==> src/rtl/smcs_pkg.sv <==
package smcs_pkg;

    // Register byte addresses on the APB
    localparam logic [7:0] SMCS_CTRL_STATUS_ADDR = 8'hc0;
    localparam logic [7:0] SMCS_CONFIG_ADDR = 8'hc4;
    localparam logic [7:0] SMCS_SHIFT_DATA_ADDR = 8'hc8;
    localparam logic [7:0] SMCS_BIT_ACCESS_ADDR = 8'hcc;

    // Bit positions of smbus_control_status
    localparam int SMCS_CONTROLLER_ROLE_BIT = 7;
    localparam int SMCS_TRANSMIT_DIR_BIT = 6;
    localparam int SMCS_BEGIN_COND_BIT = 5;
    localparam int SMCS_END_COND_BIT = 4;
    localparam int SMCS_RESPONSE_NEEDED_BIT = 3;
    localparam int SMCS_CONTENTION_LOSS_BIT = 2;
    localparam int SMCS_ACK_BIT = 1;
    localparam int SMCS_SERIAL_EVENT_BIT = 0;

    // Config register and bit-access register fields
    localparam int SMCS_AUTO_ACK_BIT = 0;
    localparam int SMCS_BIT_INDEX_LSB = 0;
    localparam int SMCS_BIT_INDEX_MSB = 2;
    localparam int SMCS_BIT_VALUE_POS = 3;

    // Reset values
    localparam logic [7:0] SMCS_CTRL_STATUS_RESET = 8'h00;
    localparam logic SMCS_AUTO_ACK_RESET = 1'b0;
    localparam logic [7:0] SMCS_SHIFT_DATA_RESET = 8'h00;

endpackage

==> src/rtl/smcs_sync2.sv <==
`timescale 1ns/100ps
module smcs_sync2 #(
    parameter int WIDTH = 2
) (
    // Clock and reset
    input wire logic i_clk_sys,
    input wire logic i_rst,
    // Asynchronous levels in, synchronised levels out
    input wire logic [WIDTH-1:0] i_async,
    output logic [WIDTH-1:0] o_sync
);

    logic [WIDTH-1:0] meta_q;
    logic [WIDTH-1:0] sync_q;

    // Idle bus level is high, so both stages reset to ones
    always_ff @(posedge i_clk_sys) begin
        if (i_rst) begin
            meta_q <= '1;
            sync_q <= '1;
        end else begin
            meta_q <= i_async;
            sync_q <= meta_q;
        end
    end

    assign o_sync = sync_q;

endmodule

==> src/rtl/smcs_flags.sv <==
`timescale 1ns/100ps
module smcs_flags #(
    parameter int ADDR_W = 8
) (
    // Clock and reset
    input wire logic i_clk_sys,
    input wire logic i_rst,
    // APB slave
    input wire logic i_psel,
    input wire logic i_penable,
    input wire logic i_pwrite,
    input wire logic [ADDR_W-1:0] i_paddr,
    input wire logic [31:0] i_pwdata,
    output logic [31:0] o_prdata,
    output logic o_pready,
    output logic o_pslverr,
    // Bus pins as sensed
    input wire logic i_scl,
    input wire logic i_sda,
    // Events from the bit engine, one-cycle pulses
    input wire logic i_start_generated,
    input wire logic i_stop_generated,
    input wire logic i_start_detected,
    input wire logic i_rep_start_detected,
    input wire logic i_addr_after_start,
    input wire logic i_stop_detected,
    input wire logic i_byte_received,
    input wire logic i_byte_sent_acked,
    input wire logic i_ack_cycle_done,
    input wire logic i_frame_begin,
    // Engine levels
    input wire logic i_addressed_target,
    input wire logic i_attempt_condition,
    input wire logic i_driving_one,
    input wire logic i_ack_bit_phase,
    // Requests to the bit engine
    output logic o_start_req,
    output logic o_stop_req,
    output logic o_scl_hold,
    output logic o_ack_value,
    output logic o_auto_ack,
    output logic o_resume,
    output logic [7:0] o_shift_data
);

    logic [1:0] pins_s;
    logic scl_s;
    logic sda_s;

    logic role_q;
    logic tx_q;
    logic sta_q;
    logic sto_q;
    logic response_needed_flag_q;
    logic arb_q;
    logic ack_q;
    logic si_q;
    logic start_sw_q;
    logic ack_written_q;
    logic data_written_q;
    logic auto_ack_q;
    logic [7:0] shift_data_q;
    logic [31:0] prdata_q;
    logic pready_q;
    logic pslverr_q;
    logic start_req_q;
    logic stop_req_q;
    logic scl_hold_q;
    logic ack_value_q;
    logic resume_q;

    logic wr_en;
    logic rd_en;
    logic cn_wr;
    logic bit_wr;
    logic [7:0] wmask;
    logic [7:0] wval;
    logic arb_set;
    logic si_event;
    logic si_clear;
    logic sto_set;
    logic [7:0] cn_value;

    function automatic logic addr_hit(input logic [ADDR_W-1:0] a, input logic [7:0] reg_addr);
        addr_hit = (a == ADDR_W'(reg_addr));
    endfunction

    smcs_sync2 #(
        .WIDTH(2)
    ) u_pin_sync (
        .i_clk_sys(i_clk_sys),
        .i_rst(i_rst),
        .i_async({i_scl, i_sda}),
        .o_sync(pins_s)
    );

    assign scl_s = pins_s[1];
    assign sda_s = pins_s[0];

    // One wait state: pready rises in the second access cycle
    assign wr_en = i_psel & i_penable & pready_q & i_pwrite;
    assign rd_en = i_psel & i_penable & ~pready_q & ~i_pwrite;
    assign cn_wr = wr_en & addr_hit(i_paddr, smcs_pkg::SMCS_CTRL_STATUS_ADDR);
    assign bit_wr = wr_en & addr_hit(i_paddr, smcs_pkg::SMCS_BIT_ACCESS_ADDR);

    // Byte write and single-bit write share one mask path
    always_comb begin
        if (cn_wr) begin
            wmask = 8'hff;
            wval = i_pwdata[7:0];
        end else if (bit_wr) begin
            wmask = 8'h01 << i_pwdata[smcs_pkg::SMCS_BIT_INDEX_MSB:smcs_pkg::SMCS_BIT_INDEX_LSB];
            wval = {8{i_pwdata[smcs_pkg::SMCS_BIT_VALUE_POS]}};
        end else begin
            wmask = 8'h00;
            wval = 8'h00;
        end
    end

    assign arb_set = (i_rep_start_detected & role_q & ~sta_q)
        | (i_attempt_condition & ~scl_s)
        | (i_driving_one & ~i_ack_bit_phase & ~sda_s);
    assign si_event = i_start_generated | arb_set | i_byte_sent_acked | i_byte_received
        | i_addr_after_start | i_stop_detected;
    assign si_clear = wmask[smcs_pkg::SMCS_SERIAL_EVENT_BIT] & ~wval[smcs_pkg::SMCS_SERIAL_EVENT_BIT];
    assign sto_set = i_stop_detected & (i_addressed_target | role_q);

    // Read-only flags never look at wmask, except contention loss, which clears through si_clear
    always_ff @(posedge i_clk_sys) begin
        if (i_rst) begin
            role_q <= 1'b0;
        end else if (i_start_generated) begin
            role_q <= 1'b1;
        end else if (i_stop_generated | arb_set) begin
            role_q <= 1'b0;
        end
    end

    always_ff @(posedge i_clk_sys) begin
        if (i_rst) begin
            tx_q <= 1'b0;
        end else if (i_start_generated | (i_frame_begin & data_written_q)) begin
            tx_q <= 1'b1;
        end else if (i_start_detected | arb_set | i_frame_begin) begin
            tx_q <= 1'b0;
        end
    end

    // A data write arms transmit direction for the next frame only
    always_ff @(posedge i_clk_sys) begin
        if (i_rst) begin
            data_written_q <= 1'b0;
        end else if (wr_en & addr_hit(i_paddr, smcs_pkg::SMCS_SHIFT_DATA_ADDR)) begin
            data_written_q <= 1'b1;
        end else if (i_frame_begin) begin
            data_written_q <= 1'b0;
        end
    end

    always_ff @(posedge i_clk_sys) begin
        if (i_rst) begin
            sta_q <= 1'b0;
        end else if (i_addr_after_start) begin
            sta_q <= 1'b1;
        end else if (wmask[smcs_pkg::SMCS_BEGIN_COND_BIT]) begin
            sta_q <= wval[smcs_pkg::SMCS_BEGIN_COND_BIT];
        end
    end

    // Only a software one requests a START, not a detected one
    always_ff @(posedge i_clk_sys) begin
        if (i_rst) begin
            start_sw_q <= 1'b0;
        end else if (wmask[smcs_pkg::SMCS_BEGIN_COND_BIT]) begin
            start_sw_q <= wval[smcs_pkg::SMCS_BEGIN_COND_BIT];
        end else if (i_start_generated) begin
            start_sw_q <= 1'b0;
        end
    end

    always_ff @(posedge i_clk_sys) begin
        if (i_rst) begin
            sto_q <= 1'b0;
        end else if (sto_set) begin
            sto_q <= 1'b1;
        end else if (wmask[smcs_pkg::SMCS_END_COND_BIT]) begin
            sto_q <= wval[smcs_pkg::SMCS_END_COND_BIT];
        end else if (i_stop_generated) begin
            sto_q <= 1'b0;
        end
    end

    always_ff @(posedge i_clk_sys) begin
        if (i_rst) begin
            response_needed_flag_q <= 1'b0;
        end else if (i_byte_received & ~auto_ack_q) begin
            response_needed_flag_q <= 1'b1;
        end else if (i_ack_cycle_done) begin
            response_needed_flag_q <= 1'b0;
        end
    end

    always_ff @(posedge i_clk_sys) begin
        if (i_rst) begin
            arb_q <= 1'b0;
        end else if (arb_set) begin
            arb_q <= 1'b1;
        end else if (si_clear) begin
            arb_q <= 1'b0;
        end
    end

    always_ff @(posedge i_clk_sys) begin
        if (i_rst) begin
            ack_written_q <= 1'b0;
        end else if (wmask[smcs_pkg::SMCS_ACK_BIT]) begin
            ack_written_q <= 1'b1;
        end else if (i_byte_received) begin
            ack_written_q <= 1'b0;
        end
    end

    always_ff @(posedge i_clk_sys) begin
        if (i_rst) begin
            ack_q <= 1'b0;
        end else if (i_ack_cycle_done & tx_q) begin
            ack_q <= ~sda_s;
        end else if (wmask[smcs_pkg::SMCS_ACK_BIT]) begin
            ack_q <= wval[smcs_pkg::SMCS_ACK_BIT];
        end else if (si_clear & response_needed_flag_q & ~ack_written_q) begin
            ack_q <= 1'b0;
        end
    end

    // Hardware set beats a software clear in the same cycle
    always_ff @(posedge i_clk_sys) begin
        if (i_rst) begin
            si_q <= 1'b0;
        end else if (si_event | (wmask[smcs_pkg::SMCS_SERIAL_EVENT_BIT] & wval[smcs_pkg::SMCS_SERIAL_EVENT_BIT])) begin
            si_q <= 1'b1;
        end else if (si_clear) begin
            si_q <= 1'b0;
        end
    end

    always_ff @(posedge i_clk_sys) begin
        if (i_rst) begin
            auto_ack_q <= smcs_pkg::SMCS_AUTO_ACK_RESET;
        end else if (wr_en & addr_hit(i_paddr, smcs_pkg::SMCS_CONFIG_ADDR)) begin
            auto_ack_q <= i_pwdata[smcs_pkg::SMCS_AUTO_ACK_BIT];
        end
    end

    always_ff @(posedge i_clk_sys) begin
        if (i_rst) begin
            shift_data_q <= smcs_pkg::SMCS_SHIFT_DATA_RESET;
        end else if (wr_en & addr_hit(i_paddr, smcs_pkg::SMCS_SHIFT_DATA_ADDR)) begin
            shift_data_q <= i_pwdata[7:0];
        end
    end

    // Engine requests; the engine runs STOP before START when both are up
    always_ff @(posedge i_clk_sys) begin
        if (i_rst) begin
            start_req_q <= 1'b0;
            stop_req_q <= 1'b0;
            scl_hold_q <= 1'b0;
            ack_value_q <= 1'b0;
            resume_q <= 1'b0;
        end else begin
            start_req_q <= start_sw_q;
            stop_req_q <= sto_q & role_q;
            scl_hold_q <= si_q;
            ack_value_q <= ack_q;
            resume_q <= si_clear & si_q & ~si_event;
        end
    end

    assign cn_value = {role_q, tx_q, sta_q, sto_q, response_needed_flag_q, arb_q, ack_q, si_q};

    always_ff @(posedge i_clk_sys) begin
        if (i_rst) begin
            pready_q <= 1'b0;
            pslverr_q <= 1'b0;
            prdata_q <= 32'h0000_0000;
        end else begin
            pready_q <= i_psel & i_penable & ~pready_q;
            pslverr_q <= i_psel & i_penable & ~pready_q
                & ~addr_hit(i_paddr, smcs_pkg::SMCS_CTRL_STATUS_ADDR)
                & ~addr_hit(i_paddr, smcs_pkg::SMCS_CONFIG_ADDR)
                & ~addr_hit(i_paddr, smcs_pkg::SMCS_SHIFT_DATA_ADDR)
                & ~addr_hit(i_paddr, smcs_pkg::SMCS_BIT_ACCESS_ADDR);
            if (rd_en & addr_hit(i_paddr, smcs_pkg::SMCS_CTRL_STATUS_ADDR)) begin
                prdata_q <= {24'h00_0000, cn_value};
            end else if (rd_en & addr_hit(i_paddr, smcs_pkg::SMCS_CONFIG_ADDR)) begin
                prdata_q <= {31'h0000_0000, auto_ack_q};
            end else if (rd_en & addr_hit(i_paddr, smcs_pkg::SMCS_SHIFT_DATA_ADDR)) begin
                prdata_q <= {24'h00_0000, shift_data_q};
            end else if (rd_en) begin
                prdata_q <= 32'h0000_0000;
            end
        end
    end

    assign o_prdata = prdata_q;
    assign o_pready = pready_q;
    assign o_pslverr = pslverr_q;
    assign o_start_req = start_req_q;
    assign o_stop_req = stop_req_q;
    assign o_scl_hold = scl_hold_q;
    assign o_ack_value = ack_value_q;
    assign o_auto_ack = auto_ack_q;
    assign o_resume = resume_q;
    assign o_shift_data = shift_data_q;
endmodule

==> config.mk <==
export PLATFORM = sky130hd
export DESIGN_NAME = smcs_flags
export DESIGN_NICKNAME = d
export VERILOG_FILES = /design/src/rtl/smcs_pkg.sv /design/src/rtl/smcs_sync2.sv /design/src/rtl/smcs_flags.sv
export SDC_FILE = /design/constraint.sdc
export NUM_CORES = 1
export LEC_CHECK = 0
export BUFFER_PORTS_ARGS = -buffer_cell sky130_fd_sc_hd__buf_2
export CORE_MARGIN = 5
export CORE_UTILIZATION = 45
export DETAILED_ROUTE_END_ITERATION = 10
export PLACE_DENSITY_LB_ADDON = 0.25
export SETUP_SLACK_MARGIN = 0.5
export SYNTH_ARGS = -nofsm -noshare
export SYNTH_HDL_FRONTEND = slang
export SYNTH_SLANG_ARGS = --single-unit
==> constraint.sdc <==
create_clock -name i_clk_sys -period 3.85 [get_ports i_clk_sys]
set_clock_uncertainty 0.15 [all_clocks]
set_input_delay 0.1925 -clock i_clk_sys [delete_from_list [all_inputs] [get_ports i_clk_sys]]
set_output_delay 0.1925 -clock i_clk_sys [all_outputs]
set_load 0.02 [all_outputs]
## Yosys cells after proc, flatten, opt, wreduce, memory -nomap -nowiden

Cells that the tools add are included.
W data, S select, Z words.

| operators by class | value |
|---|---|
| reduce and logical (&&, ||, !) cells | 12 |
| bitwise operators | 59 |
| multiply operators | 0 |
| multiplexer cells | 31 |
| magnitude comparators | 0 |
| shifts and indexed selects | 1 |
| eq/ne operators | 4 |
| $add $sub $neg | 0 |
| divide/modulo/power cells | 0 |

Operators with widths:

| cell | count |
|---|---|
| $and A1 B1 Y1 | 32 |
| $eq A8 B8 Y1 const B | 4 |
| $mux W8 | 4 |
| $mux W6 | 4 |
| $mux W1 | 23 |
| $reduce_bool A2 Y1 | 9 |
| $not A1 Y1 | 14 |
| $or A1 B1 Y1 | 13 |
| $reduce_bool A3 Y1 | 2 |
| $shl A1 B3 Y6 const A | 1 |
| $reduce_bool A4 Y1 | 1 |

| word-level totals | value |
|---|---|
| output and inout bits | 48 |
| bits in registers | 39 |
| logic and storage cells | 130 |
| bits in read-only memories | 0 |
| RAM bits | 0 |
| latch bits | 0 |
| memories kept | 0 |
| input port bits | 61 |

## Depth between registers and ports, before layout

| logic depth | value |
|---|---|
| depth in word-level cells | 13 |
| gate-level depth with buffers | 5 |
| depth with buffers taken out | 4 |

## Hierarchy

A second synthesis with hierarchy kept.

| second synthesis, totals | value |
|---|---|
| cell total of the unflattened synthesis | 208 |
| area, all modules | 1871.8 µm² |

By module, submodules not included:

| module | area an instance (µm²) | instances | cells an instance | seq. area each (µm²) |
|---|---|---|---|---|
| smcs_flags | 1766.7 | 1 | 200 | 700.7 |
| smcs_sync2 | 105.1 | 1 | 8 | 80.1 |

## Worst setup path before layout

OpenSTA, ideal clock, no wires.

| timing | value |
|---|---|
| path kind | register to register |
| start | reg pready_q (netlist: o_pready) |
| end | reg sto_q |
| cell stages (with the launch flop) | 5 |
| path slack | 2119 ps |
| setup time | 79 ps |
| data arrival time | 1502 ps |
| data required time | 3621 ps |
| period minus slack after synthesis | 1731 ps |
| buffers on the path | 0 |
| path through | dfxtp_1 > and4_1 > nand3_1 > or4_1 > o211ai_1 |

| on the way | value |
|---|---|
| cells in the longest elaborated chain, start to end | 7 |
| elaborated cells between the ends (all ways) | 11 |
| classes of those cells | 6 x mux; 4 x bitwise; 1 x reduce/logical |

RTL lines:

| element | RTL line | source |
|---|---|---|
| from (decl) | smcs_flags.sv:64 | `logic pready_q;` |
| from (signal assigned) | smcs_flags.sv:287 | `pready_q <= i_psel & i_penable & ~pready_q;` |
| $and A1 B1 Y1 (*) (2 in series) | smcs_flags.sv:101 | `assign wr_en = i_psel & i_penable & pready_q & i_pwrite;` |
| $and A1 B1 Y1 | smcs_flags.sv:104 | `assign bit_wr = wr_en & addr_hit(i_paddr, smcs_pkg::SMCS_BIT_ACCESS_ADDR);` |
| $mux W6 | smcs_flags.sv:111 | `end else if (bit_wr) begin` |
| $mux W6 | smcs_flags.sv:108 | `if (cn_wr) begin` |
| $mux W1 | smcs_flags.sv:186 | `end else if (wmask[smcs_pkg::SMCS_END_COND_BIT]) begin` |
| $mux W1 | smcs_flags.sv:184 | `end else if (sto_set) begin` |
| to (signal assigned) | smcs_flags.sv:187 | `sto_q <= wval[smcs_pkg::SMCS_END_COND_BIT];` |
| to (decl) | smcs_flags.sv:53 | `logic sto_q;` |

Mark *: on every way between the ends. The rest lies on a longest branch, timed or not.
A chain may end at the register's enable or synchronous reset.

## Worst setup path in the final report

| timing | value |
|---|---|
| start | reg pready_q (netlist: o_pready) |
| end | reg prdata_q[7] (netlist: o_prdata[7]) |

| on the way | value |
|---|---|
| cells in the longest elaborated chain, start to end | 7 |
| elaborated cells between the ends (all ways) | 10 |
| classes of those cells | 3 x mux; 6 x bitwise; 1 x reduce/logical |

RTL lines:

| element | RTL line | source |
|---|---|---|
| $not A1 Y1 (*) | smcs_flags.sv:102 | `assign rd_en = i_psel & i_penable & ~pready_q & ~i_pwrite;` |
| $and A1 B1 Y1 (*) (2 in series) | smcs_flags.sv:102 |  |
| $and A1 B1 Y1 | smcs_flags.sv:297 | `end else if (rd_en & addr_hit(i_paddr, smcs_pkg::SMCS_SHIFT_DATA_ADDR)) begin` |
| $mux W8 | smcs_flags.sv:297 |  |
| $mux W8 | smcs_flags.sv:295 | `end else if (rd_en & addr_hit(i_paddr, smcs_pkg::SMCS_CONFIG_ADDR)) begin` |
| $mux W8 | smcs_flags.sv:293 | `if (rd_en & addr_hit(i_paddr, smcs_pkg::SMCS_CTRL_STATUS_ADDR)) begin` |
| to (signal assigned) | smcs_flags.sv:294 | `prdata_q <= {24'h00_0000, cn_value};` |
| to (signal assigned) | smcs_flags.sv:296 | `prdata_q <= {31'h0000_0000, auto_ack_q};` |
| to (signal assigned) | smcs_flags.sv:298 | `prdata_q <= {24'h00_0000, shift_data_q};` |
| to (decl) | smcs_flags.sv:63 | `logic [31:0] prdata_q;` |

Marks and branches as above.

==> results.json <==
{
  "cts_root_buf": "clkbuf_8",
  "status": "complete, no violations",
  "dp_cells": 313,
  "avgRoutedWirePerCell_um": 14.1,
  "synth_top_area_cell": "dfxtp_1",
  "met2WireLength_um": 2160,
  "syn_area_mm2": 0.00194,
  "n_fill_cell": 417,
  "insertion_delay_ns": 0.29,
  "die_area_mm2": 0.00574,
  "grt_usage_pct": 17.0,
  "dp_hpwl_um": 3480,
  "met3_length_um": 364,
  "p_clk_share_pct": 43.3,
  "grt_antenna_before_repair": 0,
  "wl_met1_um": 1990,
  "seq_area_frac_synth_pct": 40.2,
  "finalInstanceArea_mm2": 0.00235,
  "rsz0062_at_grt": "no",
  "path_class": "flop to flop",
  "fp.dieW_um": 75.7,
  "die_h_um": 75.7,
  "fmax_ghz": 0.522,
  "p_per_area_mw_per_mm2": 392,
  "routed-via-count": 1629,
  "p_leak_nw": 1.07,
  "topRoutingLayerUsed": "met4",
  "drive_gt1_share_pct": 31.9,
  "synth_top_flop_cell": "dfxtp_1",
  "seqCellArea_um2": 781,
  "yosysTopAreaCellShare_pct": 40.2,
  "core_mm2": 0.00426,
  "grt_pass1_vias": 1505,
  "synth_warnings": 0,
  "async_flop_share_pct": 0,
  "numCtsBuffers": 5,
  "via_per_inst": 5.01,
  "synth.distinct_cells": 46,
  "worstPathRequired_ns": 3.92,
  "drt_iter0_markers": 126,
  "internal_power_mw": 0.709,
  "relSlewSlack_pct": 52.1,
  "drc_errors": 0,
  "clk_pin_slew_worst_paths_ns": 0.08,
  "synth-edff-count": 0,
  "antenna_cells": 0,
  "place_area_mm2": 0.00218,
  "postRouteWirelength_um": 4580,
  "setup_viol": 0,
  "cts_tree": "done",
  "cts_num_sinks": 39,
  "synthCells": 210,
  "final.min_clock_period_ns": 1.92,
  "report.final.slew_viol_count": 0,
  "cts_resized": 0,
  "end_kind": "flop",
  "drv_cap": 0,
  "seqPwrFrac_pct": 45.4,
  "ys_seq_elements": 39,
  "multi_input_area_um2": 988,
  "gp_congestion": 0.804,
  "path_max_fanout": 10,
  "tightest_slew_ns": 0.718,
  "cts_setup_buffers": 0,
  "rows": 24,
  "fin_crit_sh_pct": 49.8,
  "initial_core_util_pct": 45.6,
  "setup-tns-final_ns": 0,
  "comb_power_share_pct": 11.3,
  "hold_violations": 0,
  "grt_max_degree": 42,
  "p_switching_mw": 0.213,
  "drt_first_pass_iters": 6,
  "p_total_mw": 0.922,
  "hp-class": "primary input to flop",
  "synth.area.top_cells": "dfxtp_1 40%, buf_4 9.7%, nor2_1 5.2%, mux2i_1 5.1%, a22oi_1 4.2%",
  "pin_count": 109,
  "swShare_pct": 23.1,
  "antenna_left": 0,
  "grt_remaining_overflow": 0,
  "nets": 333,
  "worst_ir_drop_vdd_mv": 0.214,
  "cts_hold_buf": 4,
  "worstSetupStartpointType": "flop",
  "grt_pass1_wl_um": 7230,
  "fin_cells": 325,
  "cts.path.max_buffers": 2,
  "synth_area_per_cell_um2": 9.26,
  "area_growth_syn_to_layout_pct": 20.8,
  "io_buffers": 60,
  "h-tree-depth": 2,
  "cp.arrival_ns": 1.99
}
## cells in the mapped netlist (all sizes together) (3+ instances only)
| cell type | n |
|---|---|
| o31ai | 3 |
| or2 | 5 |
| nand2 | 3 |
| mux2i | 10 |
| clkbuf | 4 |
| nand3 | 3 |
| nor3 | 4 |
| nor4 | 3 |
| o21ai | 4 |
| dfxtp | 39 |
| a22oi | 11 |
| inv | 9 |
| nor3b | 3 |
| a31oi | 3 |
| mux2 | 7 |
| nor2b | 7 |
| nor2 | 28 |
| buf | 29 |
| a21oi | 9 |
## per-layer routing
| metal | track usage (%) | up-vias |
|---|---|---|
| li1 | - | 824 |
| met1 | 22.6 | 745 |
| met2 | 26.0 | 55 |
| met3 | 5.28 | 5 |
| met4 | 5.83 | 0 |
| met5 | 0 | - |
## worst max-delay path, cell delays in order (launching register included)
cell and delay, ns:
dfxtp_1 0.35, nand4bb_1 0.57, nor4_4 0.55, a22oi_1 0.12
nor2_1 0.11
## sequential cells by signal (all words and copies together), names as in the netlist, 2 cells and up
| register | count |
|---|---|
| o_shift_data | 8 |
| u_pin_sync.meta_q | 2 |
| u_pin_sync.o_sync | 2 |
| o_prdata | 8 |
## worst paths after layout
kind                                   startpoint                               to  slack [ns]  depth (start not counted)
setup reg to reg              o_pready$_SDFF_PP0_         o_prdata[7]$_SDFFE_PP0P_        1.93                          4
hold / removal                 i_addr_after_start               sta_q$_SDFFE_PP0P_       0.009                          3
hold reg to reg   u_pin_sync.meta_q[1]$_SDFF_PP1_  u_pin_sync.o_sync[1]$_SDFF_PP1_        0.26                          1
setup / recovery              o_pready$_SDFF_PP0_         o_prdata[7]$_SDFFE_PP0P_        1.93                          4
## cell type report
type	count	share of cell area (%)
Multi-Input combinational cell	152	42.1
Inverter	9	1.44
Tap cell	52	2.77
Clock buffer	6	3.09
Sequential cell	39	33.2
Timing Repair Buffer	65	14.8
Clock inverter	2	2.56
## through the flow
| stage | utilization [%] | hold WS [ns] | setup slack [ns] |
|---|---|---|---|
| after global routing | 55.1 | 0.0170 | 1.69 |
| final | 55.1 | 0.00911 | 1.93 |
| after floorplan | - | 0.125 | 2.12 |
| after detailed placement | 51.0 | 0.229 | 1.91 |
| after CTS | 55.1 | 0.00710 | 1.92 |
| after global placement | 51.0 | 0.226 | 1.93 |
## cells by family (layout without fill, tap and decap cells)
family                 count (synthesis)  in the layout  share of synthesized area (%)
other                                  1             24                          0.193
flip-flops                            39             39                           40.2
AO/OA/AOI/OAI                         41             41                           15.6
AND/OR/NAND/NOR                       70             70                           21.0
multiplexers                          17             17                           9.20
buffers and inverters                 42             82                           13.8
## power groups by stage
stage | logic [mW] | registers (mW) | clock network (mW)
2_1_floorplan | 0.0836 | 0.428 | 0
3_3_place_gp | 0.0996 | 0.428 | 0
3_5_place_dp | 0.0998 | 0.428 | 0
4_1_cts | 0.103 | 0.419 | 0.408
5_1_grt | 0.115 | 0.420 | 0.431
6_report | 0.104 | 0.419 | 0.399
## cell usage in the layout (no fill, tap or decap), types with 4 or more instances in the layout
master	count
dfxtp_1	39
nor3_1	4
nor2_1	27
mux2_2	7
inv_1	9
a21oi_1	9
dlygate4sd3_1	4
conb_1	24
o21ai_0	4
nor2b_1	7
clkbuf_8	5
a22oi_1	11
buf_2	60
or2_2	5
mux2i_1	10
Power figures use the tool's default switching activity.
